--- src/fp_behavior_pkg.sv ---
// package: register map, control field layout and datapath control types
package fp_behavior_pkg;
	localparam logic [11:0] CTRL_ADDR = 12'h000;
	localparam logic [11:0] STATUS_ADDR = 12'h004;
	localparam logic [11:0] ID_ADDR = 12'h008;
	localparam int FIZ_BIT = 0;
	localparam int AH_BIT = 1;
	localparam int NEP_BIT = 2;
	localparam int EBF_BIT = 13;
	localparam int TRAP_LSB = 14;
	localparam int HALF_FLUSH_BIT = 20;
	localparam int RMODE_LSB = 22;
	localparam int FZ_BIT = 24;
	localparam int DN_BIT = 25;
	localparam int AHP_BIT = 26;
	localparam int FLAG_W = 6;
	localparam logic [31:0] CTRL_WMASK = 32'h07DF_E007;
	localparam logic [31:0] CTRL_RESET = 32'h0000_0000;
	localparam logic [FLAG_W-1:0] STATUS_RESET = 6'h00;
	localparam int ID_VEC_LSB = 0;
	localparam int ID_ISA_LSB = 4;
	localparam logic [3:0] BF_ID_EXT = 4'h2;
	localparam logic [3:0] BF_ID_BASIC = 4'h1;

	typedef enum logic [1:0] {
		OP_BF_SOP,
		OP_ZA_FP,
		OP_STREAM_FP,
		OP_OTHER_FP
	} op_class_e;

	typedef enum logic [1:0] {
		FMT_HALF,
		FMT_SINGLE,
		FMT_DOUBLE,
		FMT_ALT_HALF
	} fmt_e;

	typedef struct packed {
		logic valid;
		op_class_e cls;
		fmt_e fmt;
		logic any_nan_in;
		logic inf_times_zero;
		logic pos_inf_prod;
		logic neg_inf_prod;
		logic [FLAG_W-1:0] exc;
	} op_req_s;

	typedef struct packed {
		logic valid;
		logic [1:0] rmode;
		logic round_odd;
		logic flush_in;
		logic flush_out;
		logic flush_after_round;
		logic default_nan;
		logic nan_sign;
		logic fused_pairs;
		logic alt_half;
		logic half_flush;
		logic flags_update;
		logic fmt_illegal;
		logic sop_nan;
		logic sop_inf;
		logic sop_inf_sign;
		logic [FLAG_W-1:0] trap_en;
		logic element_preserve_ctrl;
	} op_ctrl_s;
endpackage

--- src/fp_behavior_resolve.sv ---
// combinational resolver: effective controls for one floating-point operation
`timescale 1ns/1ps
module fp_behavior_resolve
	import fp_behavior_pkg::*;
#(
	parameter bit EBF_IMPL = 1'b1,
	parameter bit AFP_IMPL = 1'b1
) (
	input wire op_req_s req,
	input wire logic [31:0] fp_control_register,
	input wire logic streaming,
	input wire logic full_isa_en,
	output op_ctrl_s ctrl
);
	wire ebf_on = EBF_IMPL & fp_control_register[EBF_BIT];
	wire ah = AFP_IMPL & fp_control_register[AH_BIT];
	wire fiz = AFP_IMPL & fp_control_register[FIZ_BIT];
	wire fz = fp_control_register[FZ_BIT];
	wire is_bf = req.cls == OP_BF_SOP;
	wire is_za = req.cls == OP_ZA_FP;
	wire sd_fmt = (req.fmt == FMT_SINGLE) | (req.fmt == FMT_DOUBLE);
	wire trap_zero = streaming & ~full_isa_en;
	wire in_std = (fz & ~ah) | fiz;
	// flushing: standard bf forces both, extended follows the controls
	wire bf_flush_in = ebf_on ? in_std : 1'b1;
	wire za_flush_in = (fz & ~ah) | (fiz & sd_fmt);
	wire any_inf = req.pos_inf_prod | req.neg_inf_prod;
	wire nan_src = req.any_nan_in | req.inf_times_zero;
	wire sop_nan = nan_src | (req.pos_inf_prod & req.neg_inf_prod);
	wire ext_bf = is_bf & ebf_on;

	assign ctrl.valid = req.valid;
	assign ctrl.rmode = fp_control_register[RMODE_LSB +: 2];
	assign ctrl.round_odd = is_bf & ~ebf_on;
	assign ctrl.flush_in = is_bf ? bf_flush_in : (is_za ? za_flush_in : in_std);
	assign ctrl.flush_out = (is_bf & ~ebf_on) | fz;
	assign ctrl.flush_after_round = ah & fz & (~is_bf | ebf_on);
	assign ctrl.default_nan = is_bf | is_za | fp_control_register[DN_BIT];
	assign ctrl.nan_sign = ah & (~is_bf | ebf_on);
	assign ctrl.fused_pairs = ext_bf;
	assign ctrl.alt_half = fp_control_register[AHP_BIT] & ~is_za;
	assign ctrl.half_flush = fp_control_register[HALF_FLUSH_BIT];
	assign ctrl.flags_update = ~(is_bf | is_za);
	assign ctrl.fmt_illegal = is_za & (req.fmt == FMT_ALT_HALF);
	assign ctrl.sop_nan = ext_bf & sop_nan;
	assign ctrl.sop_inf = ext_bf & ~sop_nan & any_inf;
	assign ctrl.sop_inf_sign = req.neg_inf_prod;
	assign ctrl.trap_en = trap_zero ? '0 : fp_control_register[TRAP_LSB +: FLAG_W];
	assign ctrl.element_preserve_ctrl = ~trap_zero & fp_control_register[NEP_BIT];
endmodule

--- src/fp_behavior_ctrl.sv ---
// top: apb control/status registers and registered per-operation controls
//
// The placing of the registers and the APB slave port are this design's own decisions.
`timescale 1ns/1ps
module fp_behavior_ctrl
	import fp_behavior_pkg::*;
#(
	parameter bit EBF_IMPL = 1'b1,
	parameter bit AFP_IMPL = 1'b1
) (
	input wire logic pclk,
	input wire logic presetn,
	input wire logic psel,
	input wire logic penable,
	input wire logic pwrite,
	input wire logic [11:0] paddr,
	input wire logic [31:0] pwdata,
	output logic [31:0] prdata,
	output logic pready,
	output logic pslverr,
	input wire logic streaming_mode,
	input wire logic full_isa_en,
	input wire op_req_s req,
	output op_ctrl_s ctrl
);
	logic [31:0] fp_control_register;
	logic [FLAG_W-1:0] fp_status_register;
	op_ctrl_s next_ctrl;

	// apb decode
	wire setup = psel & ~penable;
	wire access = psel & penable & pready;
	wire wr = access & pwrite;
	wire hit_ctrl = paddr == CTRL_ADDR;
	wire hit_status = paddr == STATUS_ADDR;
	wire hit_id = paddr == ID_ADDR;
	wire mapped = hit_ctrl | hit_status | hit_id;

	// feature identification
	wire [3:0] id_field = EBF_IMPL ? BF_ID_EXT : BF_ID_BASIC;
	wire [31:0] id_word = {24'h000000, id_field, id_field};

	// enable bit only exists with the extended feature
	wire [31:0] ebf_mask = 32'h0000_0001 << EBF_BIT;
	wire [31:0] wmask = EBF_IMPL ? CTRL_WMASK : CTRL_WMASK & ~ebf_mask;
	wire [31:0] next_fp_control_register = (wr & hit_ctrl) ? (pwdata & wmask) : fp_control_register;

	// flag accumulation; a hardware set wins over a software write
	wire flag_go = req.valid & next_ctrl.flags_update;
	wire [FLAG_W-1:0] flag_set = flag_go ? req.exc : '0;
	wire [FLAG_W-1:0] wr_fp_status_register = pwdata[FLAG_W-1:0];
	wire [FLAG_W-1:0] base_fp_status_register = (wr & hit_status) ? wr_fp_status_register : fp_status_register;
	wire [FLAG_W-1:0] next_fp_status_register = base_fp_status_register | flag_set;

	// read mux: stored values, never the effective ones
	wire [31:0] status_word = {26'h0, fp_status_register};
	wire [31:0] rd_ctrl = hit_ctrl ? fp_control_register : 32'h0000_0000;
	wire [31:0] rd_status = hit_status ? status_word : 32'h0000_0000;
	wire [31:0] rd_id = hit_id ? id_word : 32'h0000_0000;
	wire [31:0] next_prdata = rd_ctrl | rd_status | rd_id;

	fp_behavior_resolve #(
		.EBF_IMPL(EBF_IMPL),
		.AFP_IMPL(AFP_IMPL)
	) resolve (
		.req(req),
		.fp_control_register(fp_control_register),
		.streaming(streaming_mode),
		.full_isa_en(full_isa_en),
		.ctrl(next_ctrl)
	);

	always_ff @(posedge pclk or negedge presetn) begin
		if (!presetn) begin
			fp_control_register <= CTRL_RESET;
			fp_status_register <= STATUS_RESET;
		end else begin
			fp_control_register <= next_fp_control_register;
			fp_status_register <= next_fp_status_register;
		end
	end

	// zero-wait slave: data captured in setup, ready in access
	always_ff @(posedge pclk or negedge presetn) begin
		if (!presetn) begin
			prdata <= 32'h0000_0000;
			pready <= 1'b0;
			pslverr <= 1'b0;
		end else begin
			prdata <= setup ? next_prdata : prdata;
			pready <= setup;
			pslverr <= setup & ~mapped;
		end
	end

	always_ff @(posedge pclk or negedge presetn) begin
		if (!presetn) begin
			ctrl <= '0;
		end else begin
			ctrl <= next_ctrl;
		end
	end

	// checks
	wire ebf_on = EBF_IMPL & fp_control_register[EBF_BIT];
	wire bf_op = req.valid & (req.cls == OP_BF_SOP);
	wire za_op = req.valid & (req.cls == OP_ZA_FP);
	wire st_op = req.valid & (req.cls == OP_STREAM_FP);
	wire oth_op = req.valid & (req.cls == OP_OTHER_FP);
	wire st_wr = wr & hit_status;
	wire ah_on = AFP_IMPL & fp_control_register[AH_BIT];
	wire fz_on = fp_control_register[FZ_BIT];
	wire fiz_on = AFP_IMPL & fp_control_register[FIZ_BIT];
	wire sd_fmt = (req.fmt == FMT_SINGLE) | (req.fmt == FMT_DOUBLE);
endmodule

--- config.mk ---
export PLATFORM = sky130hd
export DESIGN_NAME = fp_behavior_ctrl
export DESIGN_NICKNAME = d
export VERILOG_FILES = /design/src/fp_behavior_pkg.sv /design/src/fp_behavior_resolve.sv /design/src/fp_behavior_ctrl.sv
export SDC_FILE = /design/constraint.sdc
export NUM_CORES = 1
export LEC_CHECK = 0
export BUFFER_PORTS_ARGS = -buffer_cell sky130_fd_sc_hd__buf_2
export CORE_MARGIN = 1.5
export CORE_UTILIZATION = 51
export DETAILED_ROUTE_END_ITERATION = 10
export PLACE_DENSITY = 0.95
export SYNTH_ARGS = -nofsm -noshare
export SYNTH_HDL_FRONTEND = slang
export SYNTH_SLANG_ARGS = --single-unit
--- constraint.sdc ---
create_clock -name pclk -period 2.6 [get_ports pclk]
set_input_delay 0.13 -clock pclk [delete_from_list [all_inputs] [get_ports pclk]]
set_output_delay 0.13 -clock pclk [all_outputs]
set_load 0.005 [all_outputs]
Word-level counts from Yosys, hierarchy flattened
Cells that the tools add are included.
{"block": "word_totals", "reg_bits": 80, "inputBits": 66, "out_inout_bits": 58, "elab_cells": 88}
{"block": "classes", "eq_ne": 6, "mux": 9, "n_bitwise": 48, "reduce_logical": 2}
{"operator": "bitwise OR 27 x 6 -> 27 bit", "n": 2}
{"operator": "two-way mux 6 bit", "n": 5}
{"operator": "two-way mux 27 bit", "n": 1}
{"operator": "bitwise AND 1 bit", "n": 23}
{"operator": "== test 12 x 3 -> 1 bit (second input constant)", "n": 1}
{"operator": "== test 12 x 4 -> 1 bit (second input constant)", "n": 1}
{"operator": "zero test 12 bit", "n": 1}
{"operator": "bitwise OR 1 bit", "n": 12}
{"operator": "NOT 1 bit", "n": 10}
{"operator": "bitwise OR 6 bit", "n": 1}
{"operator": "== test 2 x 1 -> 1 bit (second input constant)", "n": 2}
{"operator": "== test 2 bit (second input constant)", "n": 2}
{"operator": "two-way mux 1 bit", "n": 3}
{"operator": "zero test 2 bit", "n": 1}

Depth between registers and ports, before layout
{"block": "depth", "word_depth": 6, "ltp_mapped": 5}

Hierarchy
A second synthesis with hierarchy kept.
{"block": "hier_totals", "hier_cells": 206, "area_unflattened_um2": 2776.4}
{"mod": "fp_behavior_ctrl", "n_inst": 1, "cells_per_inst": 172, "area_per_inst_um2": 2531.2, "seq_area_each_um2": 1676.6}
{"mod": "fp_behavior_resolve", "n_inst": 1, "cells_per_inst": 34, "area_per_inst_um2": 245.2, "seq_area_each_um2": 0.0}

Least setup slack after synthesis
No wires, ideal clock.
{"block": "synth_timing", "path_kind": "input to register", "startpoint": "in paddr[9]", "endpoint": "reg fp_control_register[0]", "setup_time_ns": 0.125, "arrival_time_ns": 1.760, "path_slack_ns": 0.715, "stages": 5, "cell_sequence": "or4_4 -> buf_6 -> nor4_4 -> buf_8 -> mux2_4"}
{"block": "synth_between", "elab_chain_cells": 2}
{"item": "start, declared", "line_no": "fp_behavior_ctrl.sv:16", "rtl": "input wire logic [11:0] paddr,"}
{"item": "zero test 12 bit", "line_no": "fp_behavior_ctrl.sv:34", "rtl": "wire hit_ctrl = paddr == CTRL_ADDR;"}
{"item": "bitwise AND 1 bit", "line_no": "fp_behavior_ctrl.sv:46", "rtl": "wire [31:0] next_fp_control_register = (wr & hit_ctrl) ? (pwdata & wmask) : fp_control_register;"}
{"item": "end signal, assigned", "line_no": "fp_behavior_ctrl.sv:78", "rtl": "fp_control_register <= next_fp_control_register;"}
{"item": "end, declared", "line_no": "fp_behavior_ctrl.sv:26", "rtl": "logic [31:0] fp_control_register;"}
Every way passes these cells.
A chain may end at the register's enable or synchronous reset.

==> key figures <==
Global routing
  – GRT Max-Usage Layer: met2
  – First-pass GRT wire length: 9960 um
  – Met2 usage: 35.3%
  – Global route total overflow: 0
  – M3 GR Usage: under 10%
  – Largest net degree at the start of global routing: 49
  – Vias in the first global route: 2059
  – Met1 usage: a little over a quarter
  – Initial antenna violation count: 0
  – Total Routing Usage GR: between 20 and 25%

Synthesis
  – Most used DFF post-synth: dfrtp_1
  – Simple-gate share of the synthesized area: between 10% and 20%
  – Mapped cell area: about 2800 um^2
  – Top post-synthesis cells by area: dfrtp_1, mux2_4, o41ai_1
  – Largest family of logic cells by synthesized area: simple AND/OR/NAND/NOR gates
  – Synth async-reset ratio: between 90% and 100%
  – Post-Synth Adder-Cell Area: 0.441%
  – Syn. warnings: 0
  – Compound-Gate Fraction of Synth Area: roughly a tenth
  – Post-synthesis sequential area ratio: 59.1%
  – Xor and xnor area share after synthesis: 0.309%
  – Top cell type by total area after synthesis: dfrtp_1
  – Mux cell area share after synthesis: 10.6%
  – Syn Inst Count: around 220
  – Netlist cell types: 41
  – Mapped Avg Cell Area: 12.7 um^2
  – #FFs+latches synth: 67
  – Post-synth EDFFs: 0
  – Synth top area share: 59.1%

Run
  – Max Cap Viol: 0

Finish
  – Fillers: 410
  – Total Nets Final: ~390
  – Commonest non-fill, non-tap cell in the layout: buf_2
  – Layout Area Growth over Synthesis: 23.4%
  – ANT cells: 0
  – Most frequent cells in the layout: buf_2, dfrtp_1, inv_1, nand2_1
  – Fraction of layout instances using a drive strength above 1: a little over two fifths

CTS
  – Clk_lat worst skew: 0.33 ns
  – Clk sinks: between 60 and 70
  – CTS Buffer Depth: 2
  – Post-CTS Setup Bufs: 0
  – Root Buffer: clkbuf_8
  – Cts bufs inserted: 9
  – H-tree depth: 3
  – TritonCTS clock tree: built
  – CTS clk-pin slew, worst paths: 0.07 ns

STA
  – Tcrit/Tclk final: 69.6%
  – Slew @ Worst Pin: approximately 0.84 ns
  – Slew headroom: between 40% and 50%
  – Fin crit period: 1.81 ns
  – Final Hold Vio Count: 0
  – TNS Setup: 0 ns
  – Clock Skew: 0.00684 ns
  – RSZ-0062 raised after global routing: false
  – Fin worst setup slack: 0.791 ns
  – Fmax: approximately 550 MHz
  – Final setup violation count: 0
  – Slew Limit Fails: 0

Power and ir drop
  – Power Density: 543 nW/um^2
  – Max VDD drop: between 0.3 and 0.4 mV
  – Pwr Total: 1.90 mW
  – P_leak: 1.82 nW

Status
  – Status: finished clean

Floorplanning
  – IO Count: 124
  – Die height: 77.6 um
  – Std-Cell Rows: 26
  – Die width: 77.6 um
  – Core Area: 5240 um^2
  – Die ar.: between 6000 and 7000 um^2
  – Starting Density: 54.2%

Drt
  – WL per Instance: 15.6 um
  – Initial DRC Count: a little under 80
  – DRC errors left: 0
  – Pre-Repair DR Iteration Count: 4
  – Antenna viol nets, final: 0
  – Vias per Instance: 5.28
  – Vias: between 2000 and 2500
  – DRT Wirelength: 6220 um

Worst setup path
  – Reg2Reg Setup Slack: 0.79 ns
  – Critical Path Source: fp_control_register[13]
  – R2R Path End: ctrl[8]
  – Startpoint Class: flip-flop
  – Cells on worst reg2reg path: 4
  – Critical path arrival: between 2 and 2.5 ns
  – Setup CP Type: reg -> reg
  – Crit end category: flip-flop
  – Critical Path RT: 2.86 ns
  – Worst Setup EP: ctrl[8]
  – Crit-path max FO: 3
  – Worst r2r src: fp_control_register[13]

Min path
  – Hold Path Class: in -> reg

Placed design
  – Dpl hpwl: 4350 um
  – GPL Wtd Cong: approximately 0.76
  – Port Buffer Count: 97
  – Placement Setup Slack: 0.570 ns
[sequential cells by signal, indices dropped and copies added (netlist names)]
name / cells
ctrl: 24
pready: 1
pslverr: 1
fp_control_register: 16
prdata: 19
fp_status_register: 6
[final cells by class]
cell class	instances	area, um^2	share of cell area, %
tap	70	87.6	2.50
inverter	16	60.1	1.71
sequential	67	1680	47.9
multi-input combinational	126	970	27.7
timing repair buffer	104	548	15.6
clock inverter	3	15.0	0.429
clock buffer	12	145	4.14
[synthesized netlist by cell type (2+ instances only)]
master     n
mux2_4    10
a22o_1     2
buf_4     13
nand2_1   16
o41ai_1   13
nand2b_1   2
or4b_2     2
a32o_1     2
o31ai_1    2
and2_1     9
nor2b_1    3
clkbuf_1   9
mux2_2     8
dfrtp_1   67
or4_1      3
nor4_1     2
inv_1     16
nor2_1     2
buf_6      2
mux2i_1    6
a21oi_1    3
a31oi_1   12
nor4_4     2
[worst min-delay path by stage]
stage,start,to,slack [ns],depth (start not counted)
2_1_floorplan,presetn,ctrl[0],-0.17,0
3_3_place_gp,presetn,prdata[14],0.11,2
3_5_place_dp,presetn,fp_control_register[14],0.12,2
4_1_cts,pwdata[19],fp_control_register[19],0.007,2
5_1_grt,pwdata[19],fp_control_register[19],0.003,2
6_report,pwdata[18],fp_control_register[18],0.03,2
[cell families (layout without fill, tap and decap cells)]
group                      Yosys count  count (layout)
DFF                                 67              67
and+or+nand+nor                     48              48
buffers and inverters               43             135
AOI/OAI and AO/OA                   39              39
muxes                               24              24
adders and majority gates            1               1
other                                1              13
xor gates and xnor gates             1               1
[critical path, stage by stage, from the launching register on]
cell and delay [ns]:
dfrtp_1 0.37, inv_1 0.09, or3_1 0.42, nor4_1 0.27, dlygate4sd3_1 0.60
[what timing repair did]
action                    in CTS  in global routing
gates resized for setup        0                  0
hold endpoints to repair      69                  0
hold buffers                   4                  0
[metal layers]
metal	wire length, um	up-vias	part of all wire, %
met5	0	-	0
li1	-	963	-
met2	3180	96	51
met3	379	10	6.1
met1	2530	1033	41
met4	125	0	2.0
[stage by stage]
step | instances | util (%) | hold slack (ns) | area [um^2]
5_1_grt | 398 | 66.9 | 0.00298 | 3500
6_report | 398 | 66.9 | 0.0276 | 3500
3_3_place_gp | 379 | 63.0 | 0.112 | 3300
4_1_cts | 398 | 66.9 | 0.00685 | 3500
3_5_place_dp | 379 | 63.0 | 0.118 | 3300
2_1_floorplan | 236 | - | -0.166 | 2880
[report_power, final]
part | switching (mW) | total, mW | internal, mW
Sequential | 0.00233 | 1.05 | 1.05
Combinational | 0.0777 | 0.130 | 0.0525
Clock | 0.355 | 0.718 | 0.362
Total | 0.435 | 1.90 | 1.47
Note: power is estimated with default switching activity, not from simulation.
